==> config.mk <==
export PLATFORM = sky130hd
export DESIGN_NAME = ldc_output_control
export DESIGN_NICKNAME = d
export VERILOG_FILES = /design/src/core/ldc_pkg.sv /design/src/core/ldc_output_control.sv
export SDC_FILE = /design/constraint.sdc
export NUM_CORES = 1
export LEC_CHECK = 0
export BUFFER_PORTS_ARGS = -buffer_cell sky130_fd_sc_hd__buf_4
export CAP_MARGIN = 40
export CORE_AREA = 2 2 225 227
export CTS_CLUSTER_SIZE = 25
export DETAILED_ROUTE_END_ITERATION = 10
export DIE_AREA = 0 0 227 229
export PLACE_DENSITY = 0.52
export SLEW_MARGIN = 20
export SYNTH_ARGS = -nofsm -noshare
export SYNTH_HDL_FRONTEND = slang
export SYNTH_SLANG_ARGS = --single-unit
export TNS_END_PERCENT = 20
==> constraint.sdc <==
create_clock -name clk -period 3.8 [get_ports clk]
set_clock_uncertainty 0.05 [all_clocks]
set_input_delay 0 -clock clk [delete_from_list [all_inputs] [get_ports clk]]
set_output_delay 0 -clock clk [all_outputs]
set_load 0.05 [all_outputs]
==> src/core/ldc_pkg.sv <==
package ldc_pkg;

  // Register offsets on the serial register port
  localparam logic [7:0] LDC_OFS_DCFG  = 8'h08;
  localparam logic [7:0] LDC_OFS_TRGH  = 8'h0B;
  localparam logic [7:0] LDC_OFS_SCTL  = 8'h0C;
  localparam logic [7:0] LDC_OFS_CONV  = 8'h41;
  localparam logic [7:0] LDC_OFS_PEAKC = 8'h42;
  localparam logic [7:0] LDC_OFS_PEAKV = 8'h43;
  localparam logic [7:0] LDC_OFS_ZCTL  = 8'h44;
  localparam logic [7:0] LDC_OFS_TSD   = 8'h4C;
  localparam logic [7:0] LDC_OFS_TREC  = 8'h4D;
  localparam logic [7:0] LDC_OFS_TEMP  = 8'h4E;

  // Reset values
  localparam logic [7:0] LDC_RST_REG   = 8'h00;
  localparam logic [7:0] LDC_RST_TSD   = 8'h40;
  localparam logic [7:0] LDC_RST_TREC  = 8'h50;

  // Field positions
  localparam int LDC_DCFG_NOLA  = 3;
  localparam int LDC_SCTL_CONT  = 6;
  localparam int LDC_SCTL_EN    = 7;
  localparam int LDC_PEAK_MAX   = 0;
  localparam int LDC_PEAK_CLR   = 7;
  localparam int LDC_ZCTL_CH_LO = 5;

  // Timing
  localparam int LDC_CLK_NS       = 50;
  localparam int LDC_WAKE_NS      = 150;
  localparam int LDC_WAKE_CYC     = LDC_WAKE_NS / LDC_CLK_NS;
  localparam int LDC_LA_DEPTH     = 6;
  localparam logic [7:0] LDC_SIXTEENTH_MIN = 8'h01;

  typedef enum logic [1:0] {
    LDC_MODE_NIB   = 2'b00,
    LDC_MODE_SPLIT = 2'b01,
    LDC_MODE_SEQ   = 2'b10,
    LDC_MODE_REG   = 2'b11
  } ldc_mode_t;

  typedef struct packed {
    logic [9:0] ch3;
    logic [9:0] ch2;
    logic [9:0] ch1;
  } ldc_pixel_t;

  typedef struct packed {
    logic       wr;
    logic [7:0] addr;
    logic [7:0] wdata;
  } ldc_regreq_t;

endpackage : ldc_pkg

==> src/core/ldc_output_control.sv <==
`timescale 1ns/100ps
`default_nettype none
module ldc_output_control
  import ldc_pkg::*;
(
  input  wire logic        clk,
  input  wire logic        rst_n,
  input  wire logic        sleep_request,
  input  wire logic        zero_pulse_request,
  input  wire logic        pixel_clk,
  input  wire logic [7:0]  die_temp_code,
  input  wire ldc_pixel_t  pixel_in,
  input  wire logic [7:0]  adc_code,
  input  wire ldc_regreq_t reg_req,
  output logic [7:0]       reg_rdata,
  output ldc_pixel_t       laser_driver_out,
  output logic             dac_zero,
  output logic [2:0]       bias_en,
  output logic [15:0]      segment_en,
  output logic             sample_strobe,
  output logic [2:0]       sampler_gain,
  output logic [7:0]       converter_cfg,
  output logic             thermal_shutdown
);

  localparam logic [2:0] WAKE_CYC = 3'(LDC_WAKE_CYC);

  typedef struct packed {
    logic [1:0]             sync_sleep;
    logic [1:0]             sync_zero;
    logic [1:0]             sync_pclk;
    logic [7:0]             sync_temp1;
    logic [7:0]             sync_temp2;
    logic                   pclk_d;
    logic [7:0]             data_interface_config;
    logic [7:0]             sampler_target_high;
    logic [7:0]             sampler_control;
    logic [7:0]             converter_control;
    logic [7:0]             peak_detect_control;
    logic [7:0]             zero_pulse_control;
    logic [7:0]             overtemp_threshold;
    logic [7:0]             overtemp_recovery;
    logic [7:0]             peak_value;
    logic [7:0]             rdata;
    logic                   shut;
    logic                   asleep;
    logic [2:0]             wake_cnt;
    logic [7:0]             per_cnt;
    logic [7:0]             period;
    logic [7:0]             ph_cnt;
    logic                   armed;
    logic [2:0]             zero_ch;
    logic [LDC_LA_DEPTH-1:0][29:0] pipe;
    ldc_pixel_t             out;
    logic [2:0]             bias;
    logic [15:0]            seg;
    logic                   strobe;
  } ldc_state_t;

  ldc_state_t st;
  ldc_state_t next_st;

  logic        pclk_rise;
  logic        pclk_fall;
  logic        force_zero;
  logic [7:0]  sixteenth;
  logic [7:0]  pulse_start;
  logic [9:0]  target_code;
  logic [9:0]  sel_code;
  ldc_pixel_t  src;
  ldc_mode_t   mode;
  logic        la_on;

  always_comb begin
    mode        = ldc_mode_t'(st.data_interface_config[1:0]);
    la_on       = ~st.data_interface_config[LDC_DCFG_NOLA];
    pclk_rise   = st.sync_pclk[1] & ~st.pclk_d;
    pclk_fall   = ~st.sync_pclk[1] & st.pclk_d;
    target_code = {st.sampler_target_high, st.sampler_control[1:0]};
    sixteenth   = {4'h0, st.period[7:4]};
    if (sixteenth < LDC_SIXTEENTH_MIN) begin
      sixteenth = LDC_SIXTEENTH_MIN;
    end
    unique case (st.zero_pulse_control[1:0])
      2'b00:   pulse_start = sixteenth;
      2'b01:   pulse_start = 8'(sixteenth * 8'h03);
      default: pulse_start = 8'(sixteenth * 8'h05);
    endcase
    // Sleep, waking and overtemperature all hold the DACs at zero
    force_zero = st.asleep | (st.wake_cnt != 3'h0) | st.shut;
    src = la_on ? ldc_pixel_t'(st.pipe[LDC_LA_DEPTH-1]) : pixel_in;
    unique case (st.sampler_control[3:2])
      2'b00:   sel_code = st.out.ch1;
      2'b01:   sel_code = st.out.ch2;
      2'b10:   sel_code = st.out.ch3;
      default: sel_code = ~target_code;
    endcase
  end

  always_comb begin
    next_st = st;
    next_st.sync_sleep = {st.sync_sleep[0], sleep_request};
    next_st.sync_zero  = {st.sync_zero[0], zero_pulse_request};
    next_st.sync_pclk  = {st.sync_pclk[0], pixel_clk};
    next_st.sync_temp1 = die_temp_code;
    next_st.sync_temp2 = st.sync_temp1;
    next_st.pclk_d     = st.sync_pclk[1];
    next_st.strobe     = 1'b0;
    next_st.peak_detect_control[LDC_PEAK_CLR] = 1'b0;

    // Register writes; sleep never touches these
    if (reg_req.wr) begin
      unique case (reg_req.addr)
        LDC_OFS_DCFG:  next_st.data_interface_config = reg_req.wdata;
        LDC_OFS_TRGH:  next_st.sampler_target_high   = reg_req.wdata;
        LDC_OFS_SCTL:  next_st.sampler_control       = reg_req.wdata;
        LDC_OFS_CONV:  next_st.converter_control     = reg_req.wdata;
        LDC_OFS_PEAKC: next_st.peak_detect_control   = reg_req.wdata;
        LDC_OFS_ZCTL:  next_st.zero_pulse_control    = reg_req.wdata;
        LDC_OFS_TSD:   next_st.overtemp_threshold    = reg_req.wdata;
        LDC_OFS_TREC:  next_st.overtemp_recovery     = reg_req.wdata;
        default:       next_st.rdata                 = st.rdata;
      endcase
    end

    unique case (reg_req.addr)
      LDC_OFS_DCFG:  next_st.rdata = st.data_interface_config;
      LDC_OFS_TRGH:  next_st.rdata = st.sampler_target_high;
      LDC_OFS_SCTL:  next_st.rdata = st.sampler_control;
      LDC_OFS_CONV:  next_st.rdata = st.converter_control;
      LDC_OFS_PEAKC: next_st.rdata = st.peak_detect_control;
      LDC_OFS_PEAKV: next_st.rdata = st.peak_value;
      LDC_OFS_ZCTL:  next_st.rdata = st.zero_pulse_control;
      LDC_OFS_TSD:   next_st.rdata = st.overtemp_threshold;
      LDC_OFS_TREC:  next_st.rdata = st.overtemp_recovery;
      LDC_OFS_TEMP:  next_st.rdata = st.sync_temp2;
      default:       next_st.rdata = 8'h00;
    endcase

    // Sleep entry and timed recovery
    if (st.sync_sleep[1]) begin
      next_st.asleep   = 1'b1;
      next_st.wake_cnt = 3'h0;
    end else if (st.asleep) begin
      next_st.asleep   = 1'b0;
      next_st.wake_cnt = WAKE_CYC;
    end else if (st.wake_cnt != 3'h0) begin
      next_st.wake_cnt = st.wake_cnt - 3'h1;
    end

    // Overtemperature with hysteresis
    if (st.overtemp_threshold > st.sync_temp2) begin
      next_st.shut = 1'b1;
    end else if (st.shut && st.sync_temp2 > st.overtemp_recovery) begin
      next_st.shut = 1'b0;
    end

    // Pixel clock period measured in system clocks
    if (pclk_rise) begin
      next_st.period  = st.per_cnt;
      next_st.per_cnt = 8'h01;
    end else if (st.per_cnt != 8'hFF) begin
      next_st.per_cnt = st.per_cnt + 8'h01;
    end

    // Zero-pulse arming per pixel
    if (st.ph_cnt != 8'hFF) begin
      next_st.ph_cnt = st.ph_cnt + 8'h01;
    end
    if ((mode == LDC_MODE_SEQ) ? pclk_rise : pclk_fall) begin
      next_st.armed  = st.sync_zero[1];
      next_st.ph_cnt = 8'h00;
    end
    if (mode == LDC_MODE_REG) begin
      next_st.zero_ch = {3{st.sync_zero[1]}};
    end else if (st.armed && st.ph_cnt >= pulse_start &&
                 st.ph_cnt < 8'(pulse_start + sixteenth)) begin
      next_st.zero_ch = st.zero_pulse_control[LDC_ZCTL_CH_LO +: 3];
    end else begin
      next_st.zero_ch = 3'h0;
    end

    // Look-ahead delay line and data path
    next_st.pipe = {st.pipe[LDC_LA_DEPTH-2:0], pixel_in};
    if (force_zero) begin
      next_st.out  = '0;
      next_st.bias = 3'h0;
      next_st.seg  = 16'h0000;
    end else begin
      next_st.out.ch1 = src.ch1 & {10{~st.zero_ch[0]}};
      next_st.out.ch2 = src.ch2 & {10{~st.zero_ch[1]}};
      next_st.out.ch3 = src.ch3 & {10{~st.zero_ch[2]}};
      if (la_on) begin
        next_st.bias = {|src.ch3, 1'b1, |src.ch1};
        for (int i = 0; i < 16; i++) begin
          next_st.seg[i] = (src.ch2 != 10'h000) &&
                           (src.ch2[9:6] >= 4'(i));
        end
      end else begin
        next_st.bias = 3'h7;
        next_st.seg  = 16'hFFFF;
      end
    end

    // Sampler trigger on target code
    if (st.sampler_control[LDC_SCTL_EN] && sel_code == target_code) begin
      next_st.strobe = 1'b1;
      if (!st.sampler_control[LDC_SCTL_CONT] &&
          !(reg_req.wr && reg_req.addr == LDC_OFS_SCTL &&
            reg_req.wdata[LDC_SCTL_EN])) begin
        next_st.sampler_control[LDC_SCTL_EN] = 1'b0;
      end
    end

    // Peak tracking of converted samples
    if (st.peak_detect_control[LDC_PEAK_CLR]) begin
      next_st.peak_value = st.peak_detect_control[LDC_PEAK_MAX] ? 8'h00
                                                                : 8'hFF;
    end else if (st.strobe) begin
      if (st.peak_detect_control[LDC_PEAK_MAX] ? adc_code > st.peak_value
                                               : adc_code < st.peak_value) begin
        next_st.peak_value = adc_code;
      end
    end
  end

  always_ff @(posedge clk or negedge rst_n) begin
    if (!rst_n) begin
      st <= '0;
      st.overtemp_threshold <= LDC_RST_TSD;
      st.overtemp_recovery  <= LDC_RST_TREC;
      st.peak_value         <= LDC_RST_REG;
    end else begin
      st <= next_st;
    end
  end

  assign reg_rdata        = st.rdata;
  assign laser_driver_out = st.out;
  assign dac_zero         = force_zero;
  assign bias_en          = st.bias;
  assign segment_en       = st.seg;
  assign sample_strobe    = st.strobe;
  assign sampler_gain     = 3'h1 + {1'b0, st.sampler_control[5:4]};
  assign converter_cfg    = st.converter_control;
  assign thermal_shutdown = st.shut;
endmodule : ldc_output_control
`default_nettype wire

==> impl_results.md <==
* GPL Wtd Cong at between 0.8 and 0.9
* Fillers at 4845
* Worst vdd ir at about 0.46 mV
* Commonest non-fill, non-tap cell in the layout: dfrtp_1
* Final setup vio count at 3
* Initial DRC count at 621
* Data arrival time of the worst path at approximately 4.3 ns
* All-Layer GR Usage at 13.95%
* Crit Path Max Fanout at 3
* Core Util, Final at 36.30%
* Max clock buf depth at 3
* Power Dens Cells at 534.8 nW/µm²
* Reg clk slew, reported paths at 0.06 ns
* R2r setup slk at -0.09 ns
* Crit path time final at 3.889 ns
* CTS Root Cell: clkbuf_16
* Router iterations before antenna repair at 5
* Chip Width at ~230 µm
* Post-route antenna net violation count at 0
* Mapped Cells at 1098
* Most frequent cells in the layout: dfrtp_1 (357), buf_4 (166), nor2_1 (75), dlygate4sd3_1 (70), mux2_2 (56)
* Nets@finish at approximately 1400
* Clock sink total at 362
* Grt total ovfl at 0
* Startpoint Class: register
* Status: complete, but fails checks
* Routed WL at 35320 µm
* Total die area at 51980 µm²
* Final hold violations at 0
* DRC at 0
* Port Buffer Count at 138
* Slew margin rel. at 39.89%
* Number of synthesized flops with an enable pin at 0
* Avg Cell Area, Syn at 13.00 µm²
* First-pass GRT wire length at 55030 µm
* RSZ-0062 raised after global routing: true
* Antenna diodes at 0
* IO Pins at 139
* Initial Utilization at ~29%
* Initial antenna violation count at 0
* Synth Cell Area at 14270 µm²
* Total number of yosys warnings at 0
* Sequential cell area fraction in the yosys report at 63.50%
* Layout cell share with drive strength beyond 1 at 24.73%
* R2R Path Start: st[249]
* Total power at a little under 10 mW
* Synth-to-layout area growth at 26.30%
* Clk_lat worst skew at 0.55 ns
* Core ar. at 49660 µm²
* Critical path type: reg2reg
* Vias at 8924
* Worst-margin pin slew at ~0.9 ns
* Wire length per cell at 17.82 µm
* Worst setup margin at -0.08892 ns
* CP Capture Type: register
* Synth cell types at 67
* Period Utilization, post-route at 102.3%
* Die Ht at 229 µm
* Dominant synthesized flop cell: dfrtp_1
* H-tree lvl count at 2
* Syn Nets at between 1000 and 1500
* DR vias/cell at 4.503
* Final Max Tran Viols at 0
* Fmax at between 200 and 300 MHz
* Core Rows at 82
* Largest net degree at the start of global routing at 120
* Failing checks: setup timing
* R2R Path End: st[231]
* Clock buffer count from CTS at 40
* Leakage power at ~8.3 nW
* DP Wirelength at 24520 µm
* Hold Path Class: in2async
* CTS tree: done
* Worst EP required at 4.21 ns
* Synthesis-stage register bit count at approximately 360
* Async SR Flop Fraction at between 90% and 100%
* Max Cap Viol at 0
* R2R depth at 18
* Number of global-route vias before repair at 9415
## cells in the mapped netlist (14+ instances only)
library cell / count / area (µm²)
nand2_1: 46 / 172.7
nand3_1: 16 / 80.08
o21ai_0: 48 / 240.2
inv_1: 54 / 202.7
clkbuf_1: 24 / 90.09
buf_4: 65 / 488.0
a21oi_1: 27 / 135.1
mux2i_1: 54 / 540.5
xnor2_1: 14 / 122.6
ha_1: 54 / 675.7
mux2_2: 57 / 641.9
a22oi_1: 16 / 120.1
dfrtp_1: 359 / 8984
nor2_1: 76 / 285.3
## per-stage QoR
step	setup TNS [ns]	hold slack [ns]	instance area, µm²	worst slack [ns]	cells
CTS	-0.1800	0.002508	17970	-0.07560	1978
global route	-0.7812	0.01335	18020	-0.2663	1982
global placement	-0.007726	0.06057	15750	-0.007726	1830
detailed placement	-0.3954	0.06043	15760	-0.1480	1831
floorplan	-0.04662	-0.3456	14330	-0.02339	1098
finish	-0.2393	0.04514	18020	-0.08892	1982
## worst max-delay path: stages, from the launching register on
cell	delay, ns
dfrtp_1	0.37
inv_2	0.06
ha_4	0.16
a21o_4	0.22
ha_4	0.16
fa_1	0.43
mux2_4	0.28
nor2_2	0.10
nor3_2	0.06
ha_1	0.34
a21o_1	0.18
a21oi_2	0.16
nor3_2	0.06
xor2_1	0.16
ha_1	0.30
a21o_1	0.17
a221oi_2	0.22
o211ai_1	0.16
o21ai_1	0.17
## repair_timing
action | in CTS | in global routing
hold buffers | 70 | 0
pin swaps | 11 | 8
endpoints found under the setup margin | 3 | 3
setup buffers | 5 | 3
resized for setup | 13 | 4
hold endpoints to repair | 262 | 0
## cell type report
cell class                 count  area, µm²  area share, %
sequential                   362       9065          50.29
multi-input combinational    583       4509          25.02
timing repair buffer         239       1997          11.08
inverter                      54      202.7          1.125
clock inverter                17      282.8          1.569
clock buffer                  55       1127          6.254
tap                          672      840.8          4.665
## power breakdown
part	total [mW]	switching (mW)	internal [mW]
clock network	4.11	1.60	2.51
registers	4.35	0.213	4.14
logic	1.18	0.696	0.482
total	9.64	2.51	7.13
## state kept, by name (all words and copies together) (netlist names)
register          count
st                  131
next_st             162
reg_rdata             8
segment_en           16
converter_cfg         8
sample_strobe         1
laser_driver_out     30
thermal_shutdown      1
mode                  2
bias_en               3
## how the worst max path moves through the flow
stage | startpoint | endpoint | slack [ns] | depth (start not counted)
2_1_floorplan | st[248] | st[230] | -0.02 | 17
3_3_place_gp | st[249] | st[230] | -0.008 | 16
3_5_place_dp | st[249] | st[230] | -0.15 | 17
4_1_cts | st[249] | st[231] | -0.08 | 18
5_1_grt | st[249] | st[231] | -0.27 | 16
6_report | st[249] | st[231] | -0.09 | 18
## kinds of logic after synthesis
| logic type | Yosys count | synth area share, % |
|---|---|---|
| DFF | 362 | 63.50 |
| buffers and inverters | 153 | 5.883 |
| and+or+nand+nor | 228 | 7.926 |
| muxes | 111 | 8.285 |
| adders and majority gates | 57 | 5.155 |
| AOI/OAI and AO/OA | 166 | 7.908 |
| xor gates and xnor gates | 21 | 1.341 |
## per-layer routing
metal	up-vias	share of wire [%]	wire length [µm]	track usage (%)
li1	4117	-	-	-
met1	4534	46	16300	19.27
met2	206	45	15980	21.24
met3	67	5.0	1761	3.182
met4	0	3.6	1284	5.453
met5	-	0	0	0
Note: power is estimated with default switching activity, not from simulation.
